===== src/rsc_pkg.sv =====
// Purpose: constants and types for the radio state config register block
// Assumes: one clock, registers reached through a simple write/read port
// Notes:   field layout of the single config register
package rsc_pkg;
  localparam logic [7:0] REG_ADDR      = 8'h17;
  localparam logic [7:0] REG_RESET     = 8'h04;
  localparam int         CAL_LSB       = 4;
  localparam int         PO_LSB        = 2;
  localparam int         PIN_BIT       = 1;
  localparam int         XO_BIT        = 0;
  localparam logic [5:0] RIPPLE_MAX    = 6'h3F;
  localparam logic [8:0] EXP_SEL0      = 9'h001;
  localparam logic [8:0] EXP_SEL1      = 9'h010;
  localparam logic [8:0] EXP_SEL2      = 9'h040;
  localparam logic [8:0] EXP_SEL3      = 9'h100;
  localparam logic [1:0] RET_WRAP      = 2'h3;

  typedef enum logic [1:0] {
    CAL_NEVER  = 2'b00,
    CAL_ENTER  = 2'b01,
    CAL_RETURN = 2'b10,
    CAL_FOURTH = 2'b11
  } rsc_cal_t;

  typedef struct packed {
    logic [1:0] rsvd;
    rsc_cal_t   cal_schedule;
    logic [1:0] powerup_expire_sel;
    logic       pin_ctrl_en;
    logic       crystal_keep_on;
  } rsc_cfg_t;

  // radio state transition events from the state machine
  typedef struct packed {
    logic idle_to_active;
    logic active_to_idle;
    logic calibrate_strobe;
  } rsc_evt_t;
endpackage


===== src/rsc_config.sv =====
// Purpose: radio state machine config register with calibration scheduling
// Assumes: host writes over the serial config port, decoded to wr_en/addr
// Notes:   state machine and calibration engine live outside this block
`timescale 1ns/100ps

// Overview of operation
// - at schedule 00 calibration happens only on the host calibrate strobe.
// - at schedule 01 calibrate on every idle to rx, tx or synth-on entry.
// - at schedule 10 calibrate on every return from rx or tx to idle.
// - at schedule 11 calibrate on every fourth return to idle, counted.
// - chip ready goes low only after the ripple counter expired enough times.
// - timeout select 00..11 means 1, 16, 64 and 256 expirations.
module rsc_config (
  input  wire logic              sys_clk,
  input  wire logic              rst_b,
  input  wire logic              ce,
  input  wire logic              wr_en,
  input  wire logic [7:0]        addr,
  input  wire logic [7:0]        wdata,
  output logic      [7:0]        rdata,
  input  wire rsc_pkg::rsc_evt_t evt,
  input  wire logic              crystal_osc_stable,
  output logic                   cal_start,
  output logic                   chip_ready_n,
  output logic                   pin_ctrl_en,
  output logic                   crystal_keep_on
);
  // configuration register and its decoded access
  rsc_pkg::rsc_cfg_t cfg_q;
  rsc_pkg::rsc_cfg_t cfg_d;
  logic              wr_hit;
  logic              rd_hit;

  // returns to idle, counted for the every-fourth schedule
  logic [1:0]        ret_cnt_q;
  logic [1:0]        ret_cnt_d;
  logic              ret_fourth;

  // calibration triggers, one per source
  logic              cal_manual;
  logic              cal_sched;
  logic              cal_d;

  // power-up timeout and ready sequencing
  logic [8:0]        target;
  logic              expired;
  logic              ready_d;

  // ready sequencer states, binary codes fixed
  typedef enum logic [1:0] {
    PU_OFF   = 2'b00,
    PU_COUNT = 2'b01,
    PU_READY = 2'b10
  } rsc_pu_state_t;

  // sequencer state
  rsc_pu_state_t     pu_q;
  rsc_pu_state_t     pu_d;

  // address decode; ce gates the write so a frozen block ignores host writes
  assign wr_hit = ce && wr_en && (addr == rsc_pkg::REG_ADDR);
  assign rd_hit = (addr == rsc_pkg::REG_ADDR);

  // next register value, field by field; reserved bits never stored
  always_comb begin
    cfg_d = cfg_q;
    if (wr_hit) begin
      cfg_d.rsvd               = 2'b00;
      cfg_d.cal_schedule       =
        rsc_pkg::rsc_cal_t'(wdata[rsc_pkg::CAL_LSB +: 2]);
      cfg_d.powerup_expire_sel = wdata[rsc_pkg::PO_LSB +: 2];
      cfg_d.pin_ctrl_en        = wdata[rsc_pkg::PIN_BIT];
      cfg_d.crystal_keep_on    = wdata[rsc_pkg::XO_BIT];
    end
  end

  // register write
  always_ff @(posedge sys_clk or negedge rst_b) begin
    if (!rst_b) begin
      cfg_q <= rsc_pkg::rsc_cfg_t'(rsc_pkg::REG_RESET);
    end else begin
      cfg_q <= cfg_d;
    end
  end

  // read mux; unmapped addresses and reserved bits read zero
  always_comb begin
    rdata = 8'h00;
    if (rd_hit) begin
      rdata = cfg_q;
    end
  end

  // runs in all schedules, never restarted on a mode change
  always_comb begin
    ret_cnt_d = ret_cnt_q;
    if (evt.active_to_idle) begin
      ret_cnt_d = ret_cnt_q + 2'h1;
    end
  end

  // the fourth return is the one seen while the count sits at its wrap
  assign ret_fourth = (ret_cnt_q == rsc_pkg::RET_WRAP);

  // returns to idle
  always_ff @(posedge sys_clk or negedge rst_b) begin
    if (!rst_b) begin
      ret_cnt_q <= 2'h0;
    end else if (ce) begin
      ret_cnt_q <= ret_cnt_d;
    end
  end

  // manual strobe calibrates in every schedule
  assign cal_manual = evt.calibrate_strobe;

  // automatic trigger per schedule
  always_comb begin
    cal_sched = 1'b0;
    case (cfg_q.cal_schedule)
      rsc_pkg::CAL_NEVER: begin
        cal_sched = 1'b0;
      end
      rsc_pkg::CAL_ENTER: begin
        cal_sched = evt.idle_to_active;
      end
      rsc_pkg::CAL_RETURN: begin
        cal_sched = evt.active_to_idle;
      end
      rsc_pkg::CAL_FOURTH: begin
        cal_sched = evt.active_to_idle && ret_fourth;
      end
      default: begin
        cal_sched = 1'b0;
      end
    endcase
  end

  // both sources merge into one request
  assign cal_d = cal_manual || cal_sched;

  // registered one-cycle calibration request
  always_ff @(posedge sys_clk or negedge rst_b) begin
    if (!rst_b) begin
      cal_start <= 1'b0;
    end else if (ce) begin
      cal_start <= cal_d;
    end
  end

  // expire count select, read live so a rewrite applies at once
  always_comb begin
    case (cfg_q.powerup_expire_sel)
      2'b00: begin
        target = rsc_pkg::EXP_SEL0;
      end
      2'b01: begin
        target = rsc_pkg::EXP_SEL1;
      end
      2'b10: begin
        target = rsc_pkg::EXP_SEL2;
      end
      default: begin
        target = rsc_pkg::EXP_SEL3;
      end
    endcase
  end

  // expirations of the six-bit counter while the crystal is stable
  rsc_ripple u_ripple (
    .sys_clk (sys_clk),
    .rst_b   (rst_b),
    .ce      (ce),
    .run     (crystal_osc_stable),
    .target  (target),
    .done    (expired)
  );

  // ready sequencer; a crystal drop always wins over a pending expiry
  always_comb begin
    pu_d = pu_q;
    case (pu_q)
      PU_OFF: begin
        if (crystal_osc_stable) begin
          pu_d = PU_COUNT;
        end
      end
      PU_COUNT: begin
        if (!crystal_osc_stable) begin
          pu_d = PU_OFF;
        end else if (expired) begin
          pu_d = PU_READY;
        end
      end
      PU_READY: begin
        if (!crystal_osc_stable) begin
          pu_d = PU_OFF;
        end
      end
      default: begin
        pu_d = PU_OFF;
      end
    endcase
  end

  // ready only in the ready state, so a lost crystal drops it at once
  assign ready_d = (pu_d == PU_READY);

  // sequencer state and registered active-low ready
  always_ff @(posedge sys_clk or negedge rst_b) begin
    if (!rst_b) begin
      pu_q         <= PU_OFF;
      chip_ready_n <= 1'b1;
    end else if (ce) begin
      pu_q         <= pu_d;
      chip_ready_n <= ~ready_d;
    end
  end

  // control bits straight from the register flops
  assign pin_ctrl_en     = cfg_q.pin_ctrl_en;
  assign crystal_keep_on = cfg_q.crystal_keep_on;
endmodule


===== src/rsc_ripple.sv =====
// Purpose: six-bit ripple counter that counts its own expirations
// Assumes: run is held high while counting
// Notes:   done stays high until run drops
`timescale 1ns/100ps
module rsc_ripple (
  input  wire logic       sys_clk,
  input  wire logic       rst_b,
  input  wire logic       ce,
  input  wire logic       run,
  input  wire logic [8:0] target,
  output logic            done
);
  logic [5:0] ripple_q;
  logic [8:0] expire_q;

  // count expirations of the six-bit counter
  always_ff @(posedge sys_clk or negedge rst_b) begin
    if (!rst_b) begin
      ripple_q <= 6'h00;
      expire_q <= 9'h000;
      done     <= 1'b0;
    end else if (ce) begin
      if (!run) begin
        ripple_q <= 6'h00;
        expire_q <= 9'h000;
        done     <= 1'b0;
      end else if (!done) begin
        ripple_q <= ripple_q + 6'h01;
        if (ripple_q == rsc_pkg::RIPPLE_MAX) begin
          expire_q <= expire_q + 9'h001;
          // at-or-past, so lowering the select mid-wait cannot hang
          if (expire_q + 9'h001 >= target) done <= 1'b1;
        end
      end
    end
  end
endmodule


===== config.mk =====
export PLATFORM = sky130hd
export DESIGN_NAME = rsc_config
export DESIGN_NICKNAME = d
export VERILOG_FILES = /design/src/rsc_pkg.sv /design/src/rsc_config.sv /design/src/rsc_ripple.sv
export SDC_FILE = /design/constraint.sdc
export NUM_CORES = 1
export LEC_CHECK = 0
export BUFFER_PORTS_ARGS = -buffer_cell sky130_fd_sc_hd__buf_2
export CAP_MARGIN = 5
export CELL_PAD_IN_SITES_DETAIL_PLACEMENT = 1
export CELL_PAD_IN_SITES_GLOBAL_PLACEMENT = 2
export CORE_ASPECT_RATIO = 1.2
export CORE_MARGIN = 1.5
export CORE_UTILIZATION = 33
export DETAILED_ROUTE_END_ITERATION = 10
export MAX_ROUTING_LAYER = met4
export PLACE_DENSITY_LB_ADDON = 0.2
export SETUP_SLACK_MARGIN = 0.05
export SYNTH_ARGS = -nofsm -noshare
export SYNTH_HDL_FRONTEND = slang
export SYNTH_SLANG_ARGS = --single-unit

===== constraint.sdc =====
create_clock -name sys_clk -period 2.8 [get_ports sys_clk]
set_input_delay 0.56 -clock sys_clk [delete_from_list [all_inputs] [get_ports sys_clk]]
set_output_delay 0.56 -clock sys_clk [all_outputs]
set_load 0.1 [all_outputs]

Yosys cells after proc, flatten, opt, wreduce, memory -nomap -nowiden --
Index checks and enable logic that the tools add are counted. Widths: inputs -> output; s select.
Word-level totals: input bits 24, ROM bits 0, output and inout port bits 12, register bits after elaboration 28, logic and storage cells 56, memories 0, latch bits 0, RAM bits 0
Cells by class: reductions and logical operators 10, add/sub/neg operators 3, shift operators 0, bitwise operators 1, muxes and demuxes 17, multiply operators 0, div/mod/pow operators 0, eq/ne operators 13, $lt $le $gt $ge 1
Operators by type and width (number):
- $mux 9 | 3
- $pmux 9 s3 | 1
- $mux 6 | 3
- $eq 2x2->1 const B | 6
- $add 9x1->9 const B | 1
- $ge 9x9->1 | 1
- $eq 8x5->1 const B | 1
- $mux 2 | 4
- $add 6x1->6 const B | 1
- $eq 2x1->1 const B | 3
- $eq 6x6->1 const B | 1
- $logic_not 2->1 | 3
- $pmux 2 s3 | 1
- $mux 1 | 4
- $pmux 1 s4 | 1
- $reduce_and 2->1 | 2
- $logic_and 1x1->1 | 3
- $reduce_and 3->1 | 1
- $add 2x1->2 const B | 1
- $ne 2x1->1 const B | 1
- $ne 2x2->1 const B | 1
- $logic_or 1x1->1 | 1
- $not 1->1 | 1

Logic depth before layout (Yosys ltp) --
depth after elaboration 7, mapped depth 9

Modules after synthesis --
Synthesis repeated with hierarchy kept, for this count alone.
Unflattened totals: cells, all modules 176, area total of the unflattened synthesis 1741.7 µm²
By module, submodules not included:
- rsc_ripple | cells an instance 117, area an instance 1102.3 µm², times used 1
- rsc_config | cells an instance 59, area an instance 639.4 µm², times used 1

Least setup slack after synthesis --
OpenSTA, ideal clock, no wires.
path kind input -> output, start point input port addr[5], end point output port rdata[0], arrival time 1.834 ns, stages 3, slack 0.406 ns, cell sequence nand2b_1 > nor4_2 > and2_1
Between the ends: longest elaborated chain between the ends 2
RTL lines:
- start, declared | RTL line rsc_config.sv:18 | input wire logic [7:0] addr,
- $eq 8x5->1 | RTL line rsc_config.sv:62 | assign rd_hit = (addr == rsc_pkg::REG_ADDR);
- $mux 6 | RTL line rsc_config.sv:89 | if (rd_hit) begin
- end, declared | RTL line rsc_config.sv:20 | output logic [7:0] rdata,
Every way passes these cells.

Final worst setup path --
start point input port addr[5], end point output port rdata[1]
The elaborated chain is that of the path after synthesis.

==> qor_table.md <==
| Item | This run |
|---|---|
| Horizontal extent of the die | 67.85 um |
| Core outline area | 0.004905 mm2 |
| Top delay family on crit path | simple AND/OR/NAND/NOR gates |
| Dominant combinational cell family by area after synthesis | simple AND/OR/NAND/NOR gates |
| Vias/cell | 5.339 |
| Type of origin of the critical path | input port |
| Ant. Diodes | 0 |
| Data arrival time of the critical path | 1850 ps |
| Vert. Die Dim | 80.82 um |
| Cell type with the highest occurrence count on the critical path | buf_2 |
| Number of clock sinks seen by CTS | 28 |
| Worst setup startpoint | addr[5] |
| IR drop worst, VDD | 0.0001591 V |
| Largest buffer count on any clock path | 2 |
| Post-route DRC | 0 |
| Max transition margin | 0.5844 |
| Clock insertion delay at the later pin of the skew report | 270 ps |
| Async set or reset register ratio after synthesis | 1.000 |
| Clock buffers created by TritonCTS | 3 |
| Syn-to-layout area delta | 16.60% |
| Final cycle utilization of the critical path | 0.8601 |
| DP Wirelength | 3149 um |
| Power density cells | 482.7 mW/mm2 |
| Buffers added on ports | 31 |
| Number of DRC markers in iteration 0 | 49 |
| Parity-gate share of the synthesized area counting xor and xnor cells | 0.02630 |
| Required time at the worst-slack endpoint | 2240 ps |
| Compound-Gate Fraction of Synth Area | 0.1923 |
| Total die area | 0.005484 mm2 |
| Via count of the routed design | 1,372 |
| Post-synthesis sequential area ratio | 0.4222 |
| Chain of cells forming the critical path | buf_2 > nand2b_1 > nor4_2 > and2_1 > buf_2 |
| Final-report max-slew violation count | 0 |
| Clock-pin slew reported for the worst setup and hold paths after clock tree synthesis | 90 ps |
| Number of synthesized register bits | 28 |
| Worst slew pin tran | 623.4 ps |
| Maximum operating frequency | 0.4152 GHz |
| Leakage component of the power | 0.9241 nW |
| Global Route Usage Sum | 0.1706 |
| Multiplexer share of the synthesized area | 0.07137 |
| Critical path class | input port to primary output |
| Sum of negative setup slack | 0 ps |
| Quantity of gates resized following cts | 0 |
| Cell type of the slowest stage on the worst timing path | nor4_2 |
| Dominant register cell in the synthesized netlist | dfrtp_1 |
| Worst Hold Class | input port to async pin |
| Setup clock skew after layout | 5.016 ps |
| Count of antenna-violating nets left after detailed routing | 0 |
| First-pass GRT wire length | 6920 um |
| Kind of capture point of the worst setup path | primary output |
| Final hold violation count | 0 |
| Worst Path Max Fanout | 7 |
| # IOs | 36 |
| Number of enable flip-flop cells after synthesis | 0 |
| Syn Inst Count | 167 |
| Post-route cell area | 0.001942 mm2 |
| Maximum number of pins on one net before global-route repair | 29 |
| Count of buffer and inverter cells on the critical path | 2 |
| Share of synthesized cell area in and, or, nand and nor gates | 0.1998 |
| Leading post-synthesis cells by cell area | dfrtp_1 39%, ha_1 5.3%, mux2_2 4.7%, o2bb2ai_1 3.7%, dfstp_2 3.2% |
| Cell type contributing the most total cell area after synthesis | dfrtp_1 |
| Final setup violation count | 0 |
| Detailed Route WL | 4112 um |
| Area share of the largest cell type after synthesis | 0.3907 |
| Status | finished, final reports clean |
| Placer's final routability congestion estimate | 0.7197 |
| Mean area per synthesized cell | 9.972 um2 |
| Dpl cell area | 0.001871 mm2 |
| Initial DRT Pass Iterations | 4 |
| Final critical path time including I/O delays and setup | 2408 ps |
| Post-synthesis adder-cell area fraction | 0.05259 |
| Share of cells above drive strength 1 | 0.2437 |
| Per-cell routed wire length | 16.00 um |
| CP max stage delay | 430 ps |
| Clock tree root buffer cell | clkbuf_8 |
| Net count, final | 229 |
| Number of unique standard cell types used by synthesis | 43 |
| Number of global-route vias before repair | 1,415 |
| Starting Density | 0.3395 |
| Worst reg2reg startpoint | u_ripple.expire_q[0]$_DFFE_PN0P_ |
| Reported max-cap violation count | 0 |
| TritonCTS clock tree | built |
| Leftover overflow at the end of global routing | 0 |
| Post CTS Setup Buffer Count | 0 |
| Number of warnings reported in the yosys synthesis log | 0 |
| Htree depth | 1 |
| Initial antenna violation count | 0 |
| RSZ-0062 raised after global routing | false |
| Synth Cell Area | 0.001665 mm2 |
| Number of standard-cell rows in the floorplan | 28 |
| R2R setup slack | 490 ps |
| # hold bufs at CTS | 0 |
-- metal layers --
layer  wire length [um]  up-vias  track usage
li1                   -      665            -
met4                 44        0      0.05400
met3                 64        4      0.02078
met5                  0        -            -
met1               1884      692       0.2233
met2               2118       11       0.2745
-- placed cells by master, fill, tap and decap left out, types with 6 or more instances in the layout --
| cell | synthesis | layout |
|---|---|---|
| buf_2 | 2 | 31 |
| dfrtp_1 | 26 | 26 |
| nand2_1 | 12 | 12 |
| nor2_1 | 12 | 12 |
| and2_1 | 7 | 7 |
| nand2b_1 | 7 | 7 |
| mux2_2 | 7 | 7 |
| o2bb2ai_1 | 7 | 7 |
| ha_1 | 7 | 7 |
| nor3_1 | 6 | 6 |
| a22o_1 | 6 | 6 |
-- area by class of cell --
class                      instances  area, um2
clock buffer                       3      41.29
clock inverter                     1      30.03
fill                             583       2963
inverter                           5      18.77
multi-input combinational        128      910.9
sequential                        28      703.2
tap                               60      75.07
timing repair buffer              32      162.7
-- state kept, by name, indices dropped and copies added, names as in the netlist --
signal             flops
pu_q                   2
u_ripple.expire_q      9
chip_ready_n           1
crystal_keep_on        1
u_ripple.done          1
cal_start              1
pin_ctrl_en            1
cfg_q                  4
ret_cnt_q              2
u_ripple.ripple_q      6
-- kinds of logic after synthesis --
group           Yosys count
compound gates           42
xor+xnor                  5
fa+ha+maj                 7
buf+inv                  12
flops                    28
mux                      11
other cells               1
simple gates             61
-- final timing paths --
check	to	cells after the start
setup reg to reg	u_ripple.done$_DFFE_PN0P_	8
setup / recovery	rdata[1]	5
hold / removal	u_ripple.ripple_q[3]$_DFFE_PN0P_	1
max in group asynchronous	pu_q[1]$_DFFE_PN0P_	1
min in group sys_clk	ret_cnt_q[0]$_DFFE_PN0P_	1
hold reg to reg	ret_cnt_q[0]$_DFFE_PN0P_	1
-- cells in the mapped netlist (2+ instances only) --
cell type	instances
nor2b_1	2
nand4b_1	2
o2bb2ai_1	7
and2_1	7
o21a_1	4
dfrtp_1	26
buf_4	2
mux2_2	7
mux2i_1	4
o21ai_0	5
nand3_1	4
nor3_1	6
xnor2_1	3
and3_1	2
clkbuf_1	3
nand2_1	12
a22o_1	6
xor2_1	2
inv_1	5
dfstp_2	2
a21o_1	3
nand2b_1	7
ha_1	7
a21oi_1	4
nor2_1	12
o211ai_1	4
a211o_1	2
buf_2	2
-- through the flow --
stage	hold WS (ps)	utilization	worst slack, ps	std cells	power [W]
6_report	292.3	0.3959	391.6	257	0.0009374
5_1_grt	326.3	0.3959	254.9	257	0.0009903
4_1_cts	317.9	0.3959	398.2	257	0.0009517
3_5_place_dp	477.4	0.3814	398.2	253	0.0006311
3_3_place_gp	467.4	0.3814	439.2	253	0.0006145
2_1_floorplan	264.4	-	406.1	168	0.0005746
-- worst register-to-register path, delay by kind of cell, from the launching register on --
| kind | cells | cell delay, ps |
|---|---|---|
| AND/OR/NAND/NOR | 3 | 650 |
| adder cells (fa/ha/maj) | 2 | 560 |
| flip-flops | 1 | 470 |
| AO/OA/AOI/OAI | 2 | 300 |
| XOR/XNOR | 1 | 210 |
-- where the power goes --
group	leakage [nW]	total (W)	switching, W	internal (W)
clock	0.0357	0.000318	0.000126	0.000191
combinational	0.517	0.000147	0.0000882	0.0000586
sequential	0.371	0.000473	0.0000343	0.000439
total	0.924	0.000937	0.000249	0.000689
(Power assumes the default switching activity.)
